--- src/core/mscmd_map.vh ---
// Constants for the motor slave command handler.
// Assumes inclusion by the design modules; definitions only.
`ifndef MSCMD_MAP_VH
`define MSCMD_MAP_VH
`define MSCMD_OP_POSITION  6'h01
`define MSCMD_OP_POLL      6'h05
`define MSCMD_OP_UP        6'h08
`define MSCMD_OP_DOWN      6'h09
`define MSCMD_OP_STOP      6'h10
`define MSCMD_ADDR_MSB     7
`define MSCMD_ADDR_LSB     6
`define MSCMD_OP_MSB       5
`define MSCMD_ACK_CODE     8'h88
`define MSCMD_ERR_CODE     8'hff
`define MSCMD_FRAME_BYTES  3'h6
`define MSCMD_POLL_BYTES   3'h4
`define MSCMD_FIFO_DEPTH   8
`endif

--- src/core/mscmd_fifo.v ---
// Small synchronous FIFO for transmit bytes.
// Assumes one clock, active-low async reset and a clock enable.
`timescale 1ns/10ps
module mscmd_fifo #(
    parameter WIDTH = 8,                 // Word width
    parameter DEPTH = 8,                 // Number of words
    parameter AW    = 3                  // Pointer width, log2 of DEPTH
) (
    input  wire             ref_clk,     // System clock
    input  wire             nrst,        // Async reset, active low
    input  wire             clk_en,      // Freezes state when low
    input  wire             in_valid,    // Write request
    output wire             in_ready,    // Room available
    input  wire [WIDTH-1:0] in_data,     // Write data
    output wire             out_valid,   // Data available
    input  wire             out_ready,   // Reader takes word
    output wire [WIDTH-1:0] out_data     // Head word
);
    reg [WIDTH-1:0] mem [0:DEPTH-1];     // Storage
    reg [AW-1:0]    wr_ptr_reg;          // Write pointer
    reg [AW-1:0]    rd_ptr_reg;          // Read pointer
    reg [AW:0]      count_reg;           // Words held
    wire            do_wr;               // Write this cycle
    wire            do_rd;               // Read this cycle

    assign in_ready  = (count_reg != DEPTH[AW:0]);
    assign out_valid = (count_reg != {(AW+1){1'b0}});
    assign out_data  = mem[rd_ptr_reg];
    assign do_wr     = clk_en & in_valid & in_ready;
    assign do_rd     = clk_en & out_valid & out_ready;

    // Storage write, no reset needed
    always @(posedge ref_clk) begin
        if (do_wr) begin
            mem[wr_ptr_reg] <= in_data;
        end
    end

    // Pointer and count update
    always @(posedge ref_clk or negedge nrst) begin
        if (!nrst) begin
            wr_ptr_reg <= {AW{1'b0}};
            rd_ptr_reg <= {AW{1'b0}};
            count_reg  <= {(AW+1){1'b0}};
        end else begin
            if (do_wr) begin
                wr_ptr_reg <= wr_ptr_reg + 1'b1;
            end
            if (do_rd) begin
                rd_ptr_reg <= rd_ptr_reg + 1'b1;
            end
            if (do_wr & ~do_rd) begin
                count_reg <= count_reg + 1'b1;
            end else if (do_rd & ~do_wr) begin
                count_reg <= count_reg - 1'b1;
            end
        end
    end
endmodule

--- src/core/mscmd_handler.v ---
// Slave command handler for a servo node on a 9-bit multidrop serial line.
// Assumes a UART outside that delivers received bytes with ninth bit and
// error flags, and that accepts transmit bytes with a valid/ready pair.
// Overview of operation
// The node sits on a shared line with other slaves.
// In listen mode only command bytes are looked at.
// A command byte carries a two-bit node address
// and a six-bit operation code below it.
// A command for another node is dropped silently.
// In listen mode a command for this node is always echoed back.
// A position command switches to data mode, where
// the next six plain bytes are collected in order.
// After the sixth byte the frame is judged as one:
// any framing or overrun error on any byte of it
// stops the motor and answers with the error code.
// A clean frame loads the target and the velocity
// limit, answers with the acknowledge code, and
// arms the closed loop for the next control tick.
// A poll takes a snapshot of the measured position
// and queues its four bytes behind the echo.
// Manual up and down run at a fixed drive until a
// stop command or the travel limit ends them.
// All replies pass through one transmit FIFO.
// While a reply is still being queued, new receive
// events are not taken; the master must space them.
//
`timescale 1ns/10ps
`include "mscmd_map.vh"
module mscmd_handler #(
    parameter [1:0] NODE_ADDR   = 2'h0,     // This node's motor address
    parameter [7:0] MANUAL_DRIVE = 8'hff    // Constant drive in manual mode
) (
    input  wire        ref_clk,            // 200 MHz system clock
    input  wire        nrst,               // Async reset, active low
    input  wire        clk_en,             // Freezes all state when low
    input  wire        rx_event,           // Receive event pulse from UART
    input  wire        receive_done_flag,  // UART says a byte is complete
    input  wire [8:0]  rx_byte,            // Received byte, bit 8 is ninth bit
    input  wire        rx_frame_err,       // Framing error on this byte
    input  wire        rx_overrun_err,     // Overrun error on this byte
    output wire [7:0]  tx_data,            // Byte to transmit
    output wire        tx_valid,           // Transmit byte offered
    input  wire        transmit_done_flag, // UART took the offered byte
    input  wire        ctrl_tick,          // Control loop tick pulse
    input  wire [31:0] cur_position,       // Measured position
    input  wire        limit_hit,          // Travel limit reached
    output reg         data_mode,          // Receiver in data-receive mode
    output reg  [31:0] target_position,    // Target position register
    output reg  [15:0] max_velocity,       // Maximum velocity register
    output reg         manual_flag,        // Manual motion active
    output reg         motor_dir,          // 1 clockwise/up, 0 down
    output reg         motor_on,           // Drive enabled
    output reg  [7:0]  drive_load,         // Constant drive loaded each tick of manual motion
    output reg         drive_load_strobe,  // Pulse with drive_load
    output reg         use_profile,        // 1 profile control, 0 position PID
    output reg         closed_loop_start,  // Pulse: closed loop runs this tick
    output reg         rx_error,           // Pulse: event without done flag
    output wire        tx_busy             // Response still being sent
);
    // The queue entry is chosen from three sources.
    // Only one byte enters the FIFO per cycle, so the
    // sources are held as pending flags and drained in
    // a fixed order. The order keeps the echo ahead of
    // any reply or poll byte, which the master relies
    // on to tell which node is talking.
    // Queue entry request, combinational into the FIFO
    reg        q_valid;                    // Byte to queue
    reg  [7:0] q_data;                     // Byte value
    wire       q_ready;                    // FIFO has room

    // Receive-side state
    reg  [7:0] frame_reg [0:5];            // Position frame buffer
    reg  [2:0] rx_count_reg;               // Data bytes received
    reg        frame_bad_reg;              // Error seen during frame
    reg        auto_pending_reg;           // Start closed loop on next tick
    reg  [31:0] poll_snap_reg;             // Position snapshot for poll
    reg  [2:0] poll_left_reg;              // Poll bytes still to queue
    reg  [7:0] reply_reg;                  // Pending reply code
    reg        reply_pend_reg;             // Reply waiting for queue room
    reg  [8:0] rx_hold_reg;                // Command byte held for the echo
    reg        echo_pend_reg;              // Echo waiting for queue room

    wire        rx_err   = rx_frame_err | rx_overrun_err;
    wire [1:0]  cmd_addr = rx_byte[`MSCMD_ADDR_MSB:`MSCMD_ADDR_LSB];
    wire [5:0]  cmd_op   = rx_byte[`MSCMD_OP_MSB:0];
    // Busy queue: stall new reception processing while anything waits
    wire        q_busy   = echo_pend_reg | reply_pend_reg | (poll_left_reg != 3'h0);
    // An accepted receive event, for any address
    wire        ev_ok    = clk_en & rx_event & receive_done_flag & ~q_busy;
    wire        is_cmd   = rx_byte[8];
    wire        for_me   = (cmd_addr == NODE_ADDR);

    // The poll counter runs from four down to one.
    // Its value picks which byte of the snapshot goes
    // next, so the lowest byte leaves first and the
    // highest last. A snapshot is used so that motion
    // during the reply cannot tear the value.
    // Picks the poll byte, least significant first
    function [7:0] pos_byte;
        input [31:0] pos;
        input [2:0]  left;
        begin
            case (left)
                3'h4:    pos_byte = pos[7:0];
                3'h3:    pos_byte = pos[15:8];
                3'h2:    pos_byte = pos[23:16];
                default: pos_byte = pos[31:24];
            endcase
        end
    endfunction

    // Queue source selection: echo first, then reply, then poll bytes
    always @* begin
        q_valid = 1'b0;
        q_data  = 8'h00;
        if (echo_pend_reg) begin
            q_valid = 1'b1;
            q_data  = rx_hold_reg[7:0];
        end else if (reply_pend_reg) begin
            q_valid = 1'b1;
            q_data  = reply_reg;
        end else if (poll_left_reg != 3'h0) begin
            q_valid = 1'b1;
            q_data  = pos_byte(poll_snap_reg, poll_left_reg);
        end
    end

    // The main process handles every receive event,
    // the frame completion, the travel limit and the
    // control tick. Strobes are cleared at the top and
    // set again below only for one cycle.
    // Later assignments in the process win over
    // earlier ones, so the limit stop overrides a
    // manual command that arrives in the same cycle while manual motion is already active.
    // Nothing moves while the clock enable is low;
    // a strobe that is high at that time stays high
    // until the enable returns.
    // Main receive and control process
    always @(posedge ref_clk or negedge nrst) begin
        if (!nrst) begin
            data_mode         <= 1'b0;
            target_position   <= 32'h00000000;
            max_velocity      <= 16'h0000;
            manual_flag       <= 1'b0;
            motor_dir         <= 1'b0;
            motor_on          <= 1'b0;
            drive_load        <= 8'h00;
            drive_load_strobe <= 1'b0;
            use_profile       <= 1'b0;
            closed_loop_start <= 1'b0;
            rx_error          <= 1'b0;
            rx_count_reg      <= 3'h0;
            frame_bad_reg     <= 1'b0;
            auto_pending_reg  <= 1'b0;
            poll_snap_reg     <= 32'h00000000;
            poll_left_reg     <= 3'h0;
            reply_reg         <= 8'h00;
            reply_pend_reg    <= 1'b0;
            rx_hold_reg       <= 9'h000;
            echo_pend_reg     <= 1'b0;
        end else if (clk_en) begin
            drive_load_strobe <= 1'b0;
            closed_loop_start <= 1'b0;
            rx_error          <= 1'b0;

            // Drain queue requests as the FIFO accepts them
            if (q_valid & q_ready) begin
                if (echo_pend_reg) begin
                    echo_pend_reg <= 1'b0;
                end else if (reply_pend_reg) begin
                    reply_pend_reg <= 1'b0;
                end else begin
                    poll_left_reg <= poll_left_reg - 3'h1;
                end
            end

            // Event without a completed byte is an error, nothing else
            if (rx_event & ~receive_done_flag) begin
                rx_error <= 1'b1;
            end

            if (ev_ok) begin
                if (!data_mode) begin
                    // Listen mode: only ninth-bit-set bytes count
                    if (is_cmd & for_me) begin
                        rx_hold_reg   <= rx_byte;
                        echo_pend_reg <= 1'b1;
                        case (cmd_op)
                            `MSCMD_OP_POSITION: begin
                                data_mode     <= 1'b1;
                                rx_count_reg  <= 3'h0;
                                frame_bad_reg <= 1'b0;
                            end
                            `MSCMD_OP_POLL: begin
                                poll_snap_reg <= cur_position;
                                poll_left_reg <= `MSCMD_POLL_BYTES;
                            end
                            `MSCMD_OP_UP: begin
                                manual_flag <= 1'b1;
                                motor_dir   <= 1'b1;
                                motor_on    <= 1'b1;
                            end
                            `MSCMD_OP_DOWN: begin
                                manual_flag <= 1'b1;
                                motor_dir   <= 1'b0;
                                motor_on    <= 1'b1;
                            end
                            `MSCMD_OP_STOP: begin
                                manual_flag      <= 1'b0;
                                target_position  <= cur_position;
                                auto_pending_reg <= 1'b1;
                            end
                            default: begin
                                echo_pend_reg <= 1'b1;
                            end
                        endcase
                    end
                end else if (!is_cmd) begin
                    // Data mode: collect the position frame
                    frame_reg[rx_count_reg] <= rx_byte[7:0];
                    if (rx_err) begin
                        frame_bad_reg <= 1'b1;
                    end
                    rx_count_reg <= rx_count_reg + 3'h1;
                end
            end

            // The frame is judged one cycle after its last
            // byte has been counted. Waiting that cycle lets
            // the last byte land in the buffer first, so the
            // registers take the full frame in one step.
            // An error on any byte taints the whole frame;
            // the old target and velocity are then kept.
            // The reply code waits in its own register until
            // the queue has taken it.
            // Frame complete: load registers or report error
            if (data_mode && rx_count_reg == `MSCMD_FRAME_BYTES) begin
                data_mode    <= 1'b0;
                rx_count_reg <= 3'h0;
                reply_pend_reg <= 1'b1;
                if (frame_bad_reg) begin
                    motor_on    <= 1'b0;
                    manual_flag <= 1'b0;
                    reply_reg   <= `MSCMD_ERR_CODE;
                end else begin
                    target_position <= {frame_reg[3], frame_reg[2],
                                        frame_reg[1], frame_reg[0]};
                    max_velocity    <= {frame_reg[5], frame_reg[4]};
                    use_profile     <= ({frame_reg[5], frame_reg[4]} != 16'h0000);
                    manual_flag      <= 1'b0;
                    motor_on         <= 1'b1;
                    auto_pending_reg <= 1'b1;
                    reply_reg        <= `MSCMD_ACK_CODE;
                end
            end

            // A travel limit during manual motion ends it at
            // once. The motor is switched off and the target
            // takes the measured position, so a later return
            // to closed loop does not pull the motor back.
            // The limit has no effect outside manual motion.
            // Manual stop at travel limit
            if (manual_flag & limit_hit) begin
                manual_flag      <= 1'b0;
                motor_on         <= 1'b0;
                target_position  <= cur_position;
            end

            // On a control tick, manual motion loads the
            // fixed drive value. Otherwise a pending start
            // from an acknowledged frame or a stop command
            // is released to the closed loop here, once.
            // Control tick actions
            if (ctrl_tick) begin
                if (manual_flag & ~limit_hit) begin
                    drive_load        <= MANUAL_DRIVE;
                    drive_load_strobe <= 1'b1;
                end else if (auto_pending_reg) begin
                    closed_loop_start <= 1'b1;
                    auto_pending_reg  <= 1'b0;
                end
            end
        end
    end

    // The FIFO decouples the handler from the line.
    // The longest burst is an echo followed by four
    // poll bytes, so eight words never overflow while
    // the queue flags stall new events. The UART pops
    // a word with its done flag; the head word stays
    // offered until then.
    // Transmit buffer between handler and UART
    mscmd_fifo #(
        .WIDTH (8),
        .DEPTH (`MSCMD_FIFO_DEPTH),
        .AW    (3)
    ) u_txq (
        .ref_clk   (ref_clk),
        .nrst      (nrst),
        .clk_en    (clk_en),
        .in_valid  (q_valid),
        .in_ready  (q_ready),
        .in_data   (q_data),
        .out_valid (tx_valid),
        .out_ready (transmit_done_flag),
        .out_data  (tx_data)
    );

    // Busy covers both bytes still to queue and bytes
    // still held in the FIFO, so a caller can wait for
    // the whole response to leave.
    assign tx_busy = tx_valid | q_busy;
endmodule

--- config.mk ---
export PLATFORM = sky130hd
export DESIGN_NAME = mscmd_handler
export DESIGN_NICKNAME = d
export VERILOG_FILES = /design/src/core/mscmd_fifo.v /design/src/core/mscmd_handler.v
export VERILOG_INCLUDE_DIRS = /design/src /design/src/core
export SDC_FILE = /design/constraint.sdc
export NUM_CORES = 1
export LEC_CHECK = 0
export ABC_AREA = 1
export BUFFER_PORTS_ARGS = -buffer_cell sky130_fd_sc_hd__buf_2
export CAP_MARGIN = 25
export CORE_ASPECT_RATIO = 1.4
export CORE_MARGIN = 1
export CORE_UTILIZATION = 56
export CTS_CLUSTER_DIAMETER = 40
export DETAILED_ROUTE_END_ITERATION = 12
export GPL_TIMING_DRIVEN = 0
export PLACE_DENSITY = 0.73
export SLEW_MARGIN = 20
export SYNTH_ARGS = -nofsm -noshare
export SYNTH_HDL_FRONTEND = slang
export SYNTH_SLANG_ARGS = --single-unit
--- constraint.sdc ---
create_clock -name ref_clk -period 3.45 [get_ports ref_clk]
set_clock_uncertainty 0.1 [all_clocks]
set_input_delay 0.345 -clock ref_clk [delete_from_list [all_inputs] [get_ports ref_clk]]
set_output_delay 0.345 -clock ref_clk [all_outputs]
set_load 0.02 [all_outputs]
==> reports/summary.txt <==
DRT Wirelength - 26.71 mm
Pin count of the biggest net entering global routing - 77
Crit start category - flop
Final hold viol count - 0
Number of global-route vias before repair - 8524
Post-CTS Resized - 0
Worst path cell trace - inv_1 -> ha_1 -> buf_4 -> inv_2 -> nor2_4 -> nand2_4 -> o21ai_1 -> nor2_4 -> inv_1 -> or2_1 -> nor2_1
Slowest cell on crit path - nor2_1
H-Tree Depth - 1
Final Non-Filler Cells - 1600
CTS tree - yes
Setup repair bufs after CTS - 0
Max Buffers Root-to-Sink - 3
Hold_buf cts - 4
Worst Setup End Kind - flop
Root Driver - clkbuf_16
# clock sinks - 231
Core area - 18680 um2
Max stage delay on crit path - 0.64 ns
TritonCTS buffer count - 25
DR iter-0 viols - 582
Mapped Cells - 1183
Asr flop ratio synth - 51.52%
Status - finished clean
# rows - 59
Relative slew slack - 42.63%
Routed wl met3 - 1.378 mm
Layout Nets - 1401
Setup Crit Path Kind - flop to flop
Tot GR Track Use - 27.96%
Min Tclk post-route - 2.867 ns
Residual DRC - 0
Share of post-route cells with drive strength above 1 - 16.22%
Post-synth top cells - nand2_1 (367), inv_1 (131), dfrtp_1 (119), edfxtp_1 (112), nor2_1 (94)
F_max - 348.8 MHz
Peak supply drop - 536.4 uV
Cell Pwr Density - 706.2 nW/um2
ANT nets after route - 0
I/O pin count - 125
IO buf count - 123
CP arrival - 2.91 ns
Met2 WL post-DR - 14.03 mm
Final Wtd Congestion - 0.8752
EDFF count, synth - 112
Global-route wire length before repair - 43.12 mm
Synth area leaders - edfxtp_1 (31%), dfrtp_1 (28%), nand2_1 (13%)
Area Growth Syn to Fin - 16.75%
P_leak - 6.268 nW
Placed Instances - 1551
Overall power - 0.008852 W
WHS - 0.05039 ns
# diodes - 0
CP Max Fanout - 9
Die Y - 165.8 um
Initial antenna violation count - 0
Worst-margin pin slew - 0.8574 ns
Net count after synthesis - 1246
Starting Density - 57.49%
Synth Cell Area - 10740 um2
Average size of a mapped cell - 9.076 um2
Number of vias per cell - 5.293
Storage cell area - 6341 um2
Die footprint - 19740 um2
Max-cap violations - 0
Most frequent cell after synthesis - nand2_1
Synth Register Bits - 231
Final setup viols - 0
Drt pass-1 iters - 5
Worst Path Required - 3.49 ns
Tightest Hold Check Type - primary input to flop
RSZ-0062 raised after global routing - no
Ys flop type - dfrtp_1
Filler Cell Count - 1496
Register area share after synthesis - 59.06%
Fin crit share - 83.11%
Max Slew Vio Count - 0
Synth Warn # - 0
Die width - 119.0 um
CP top delay family - simple AND/OR/NAND/NOR gates
M1 WL - 10.06 mm
Via count - 8469
Synth top area share - 31.33%
Synth cell types - 40
Max FFs per register - 64
Post-DP HPWL - 19.22 mm
Clock slew at reported path FFs - 0.06 ns
Buf/Inv on CP - 4
Clock latency on the worst-skew pair - 0.52 ns
Gr ovfl total - 0
Top cell type by total area after synthesis - edfxtp_1
Routed wire length per instance - 16.69 um
Area of the multi-input gates - 3525 um2
DR top layer - met4
-- stage by stage --
step	TNS, ns	util, %	cell area, um2	setup slack, ns
floorplan	0	-	10740	0.9440
global placement	-28.68	62.42	11660	-0.7066
detailed placement	0	62.60	11690	0.5455
CTS	0	67.11	12530	0.5285
global route	0	67.11	12530	0.3821
finish	0	67.11	12530	0.5828
-- kinds of logic after synthesis --
logic type / Yosys count / synth area share (%)
buffers and inverters: 202 / 8.111
multiplexers: 1 / 0.1049
AO/OA/AOI/OAI: 174 / 8.950
AND/OR/NAND/NOR: 555 / 21.65
flip-flops: 231 / 59.06
adder cells (fa/ha/maj): 12 / 1.468
XOR/XNOR: 8 / 0.6526
-- worst paths after layout --
kind,from,end,slack [ns],depth (start not counted)
min reg2reg,max_velocity[0]$_DFFE_PN0P_,max_velocity[0]$_DFFE_PN0P_,0.37,2
min,transmit_done_flag,u_txq.rd_ptr_reg[2]$_DFFE_PN0P_,0.05,3
max in group asynchronous,nrst,target_position[8]$_DFFE_PN0P_,2.26,3
min in group asynchronous,nrst,max_velocity[15]$_DFFE_PN0P_,0.22,2
max,poll_left_reg[0]$_DFFE_PN0P_,u_txq.mem[4][4]$_DFFE_PP_,0.58,11
max reg2reg,poll_left_reg[0]$_DFFE_PN0P_,u_txq.mem[4][4]$_DFFE_PP_,0.58,11
-- final cells by class --
type | instances | share of cell area (%)
flip-flops and latches | 231 | 50.59
multi-input cells | 750 | 28.12
repair buffers | 128 | 5.500
clock buffers | 30 | 5.221
inverters | 144 | 4.322
plain buffers | 58 | 2.625
well taps | 244 | 2.436
clock inverters | 15 | 1.188
-- cells in the final DEF, fill, tap and decap left out, drive strengths merged, types with 54 or more instances in the layout --
cell type,synthesis,routed
dfrtp,119,119
buf,34,158
nor2,101,101
a21oi,79,79
inv,142,147
nand2,369,369
clkbuf,24,54
nand3,63,63
edfxtp,112,112
o21ai,67,67
-- where the power goes --
part | switching [W] | internal (W) | total (W)
clock | 0.00109 | 0.00152 | 0.00261
combinational | 0.00176 | 0.000845 | 0.00261
sequential | 0.000232 | 0.00341 | 0.00364
total | 0.00308 | 0.00577 | 0.00885
-- tightest hold or removal path, delay by kind of cell --
kind | cells | cell delay, ns
buf+inv | 1 | 0.11
xor+xnor | 1 | 0.07
simple gates | 1 | 0.10
-- layer usage --
| metal | vias to the layer above | global-route usage (%) |
|---|---|---|
| li1 | 4141 | - |
| met3 | 75 | 3.606 |
| met1 | 3974 | 32.00 |
| met4 | 0 | 13.87 |
| met2 | 279 | 50.83 |
| met5 | - | 0 |
Power figures use the tool's default switching activity.
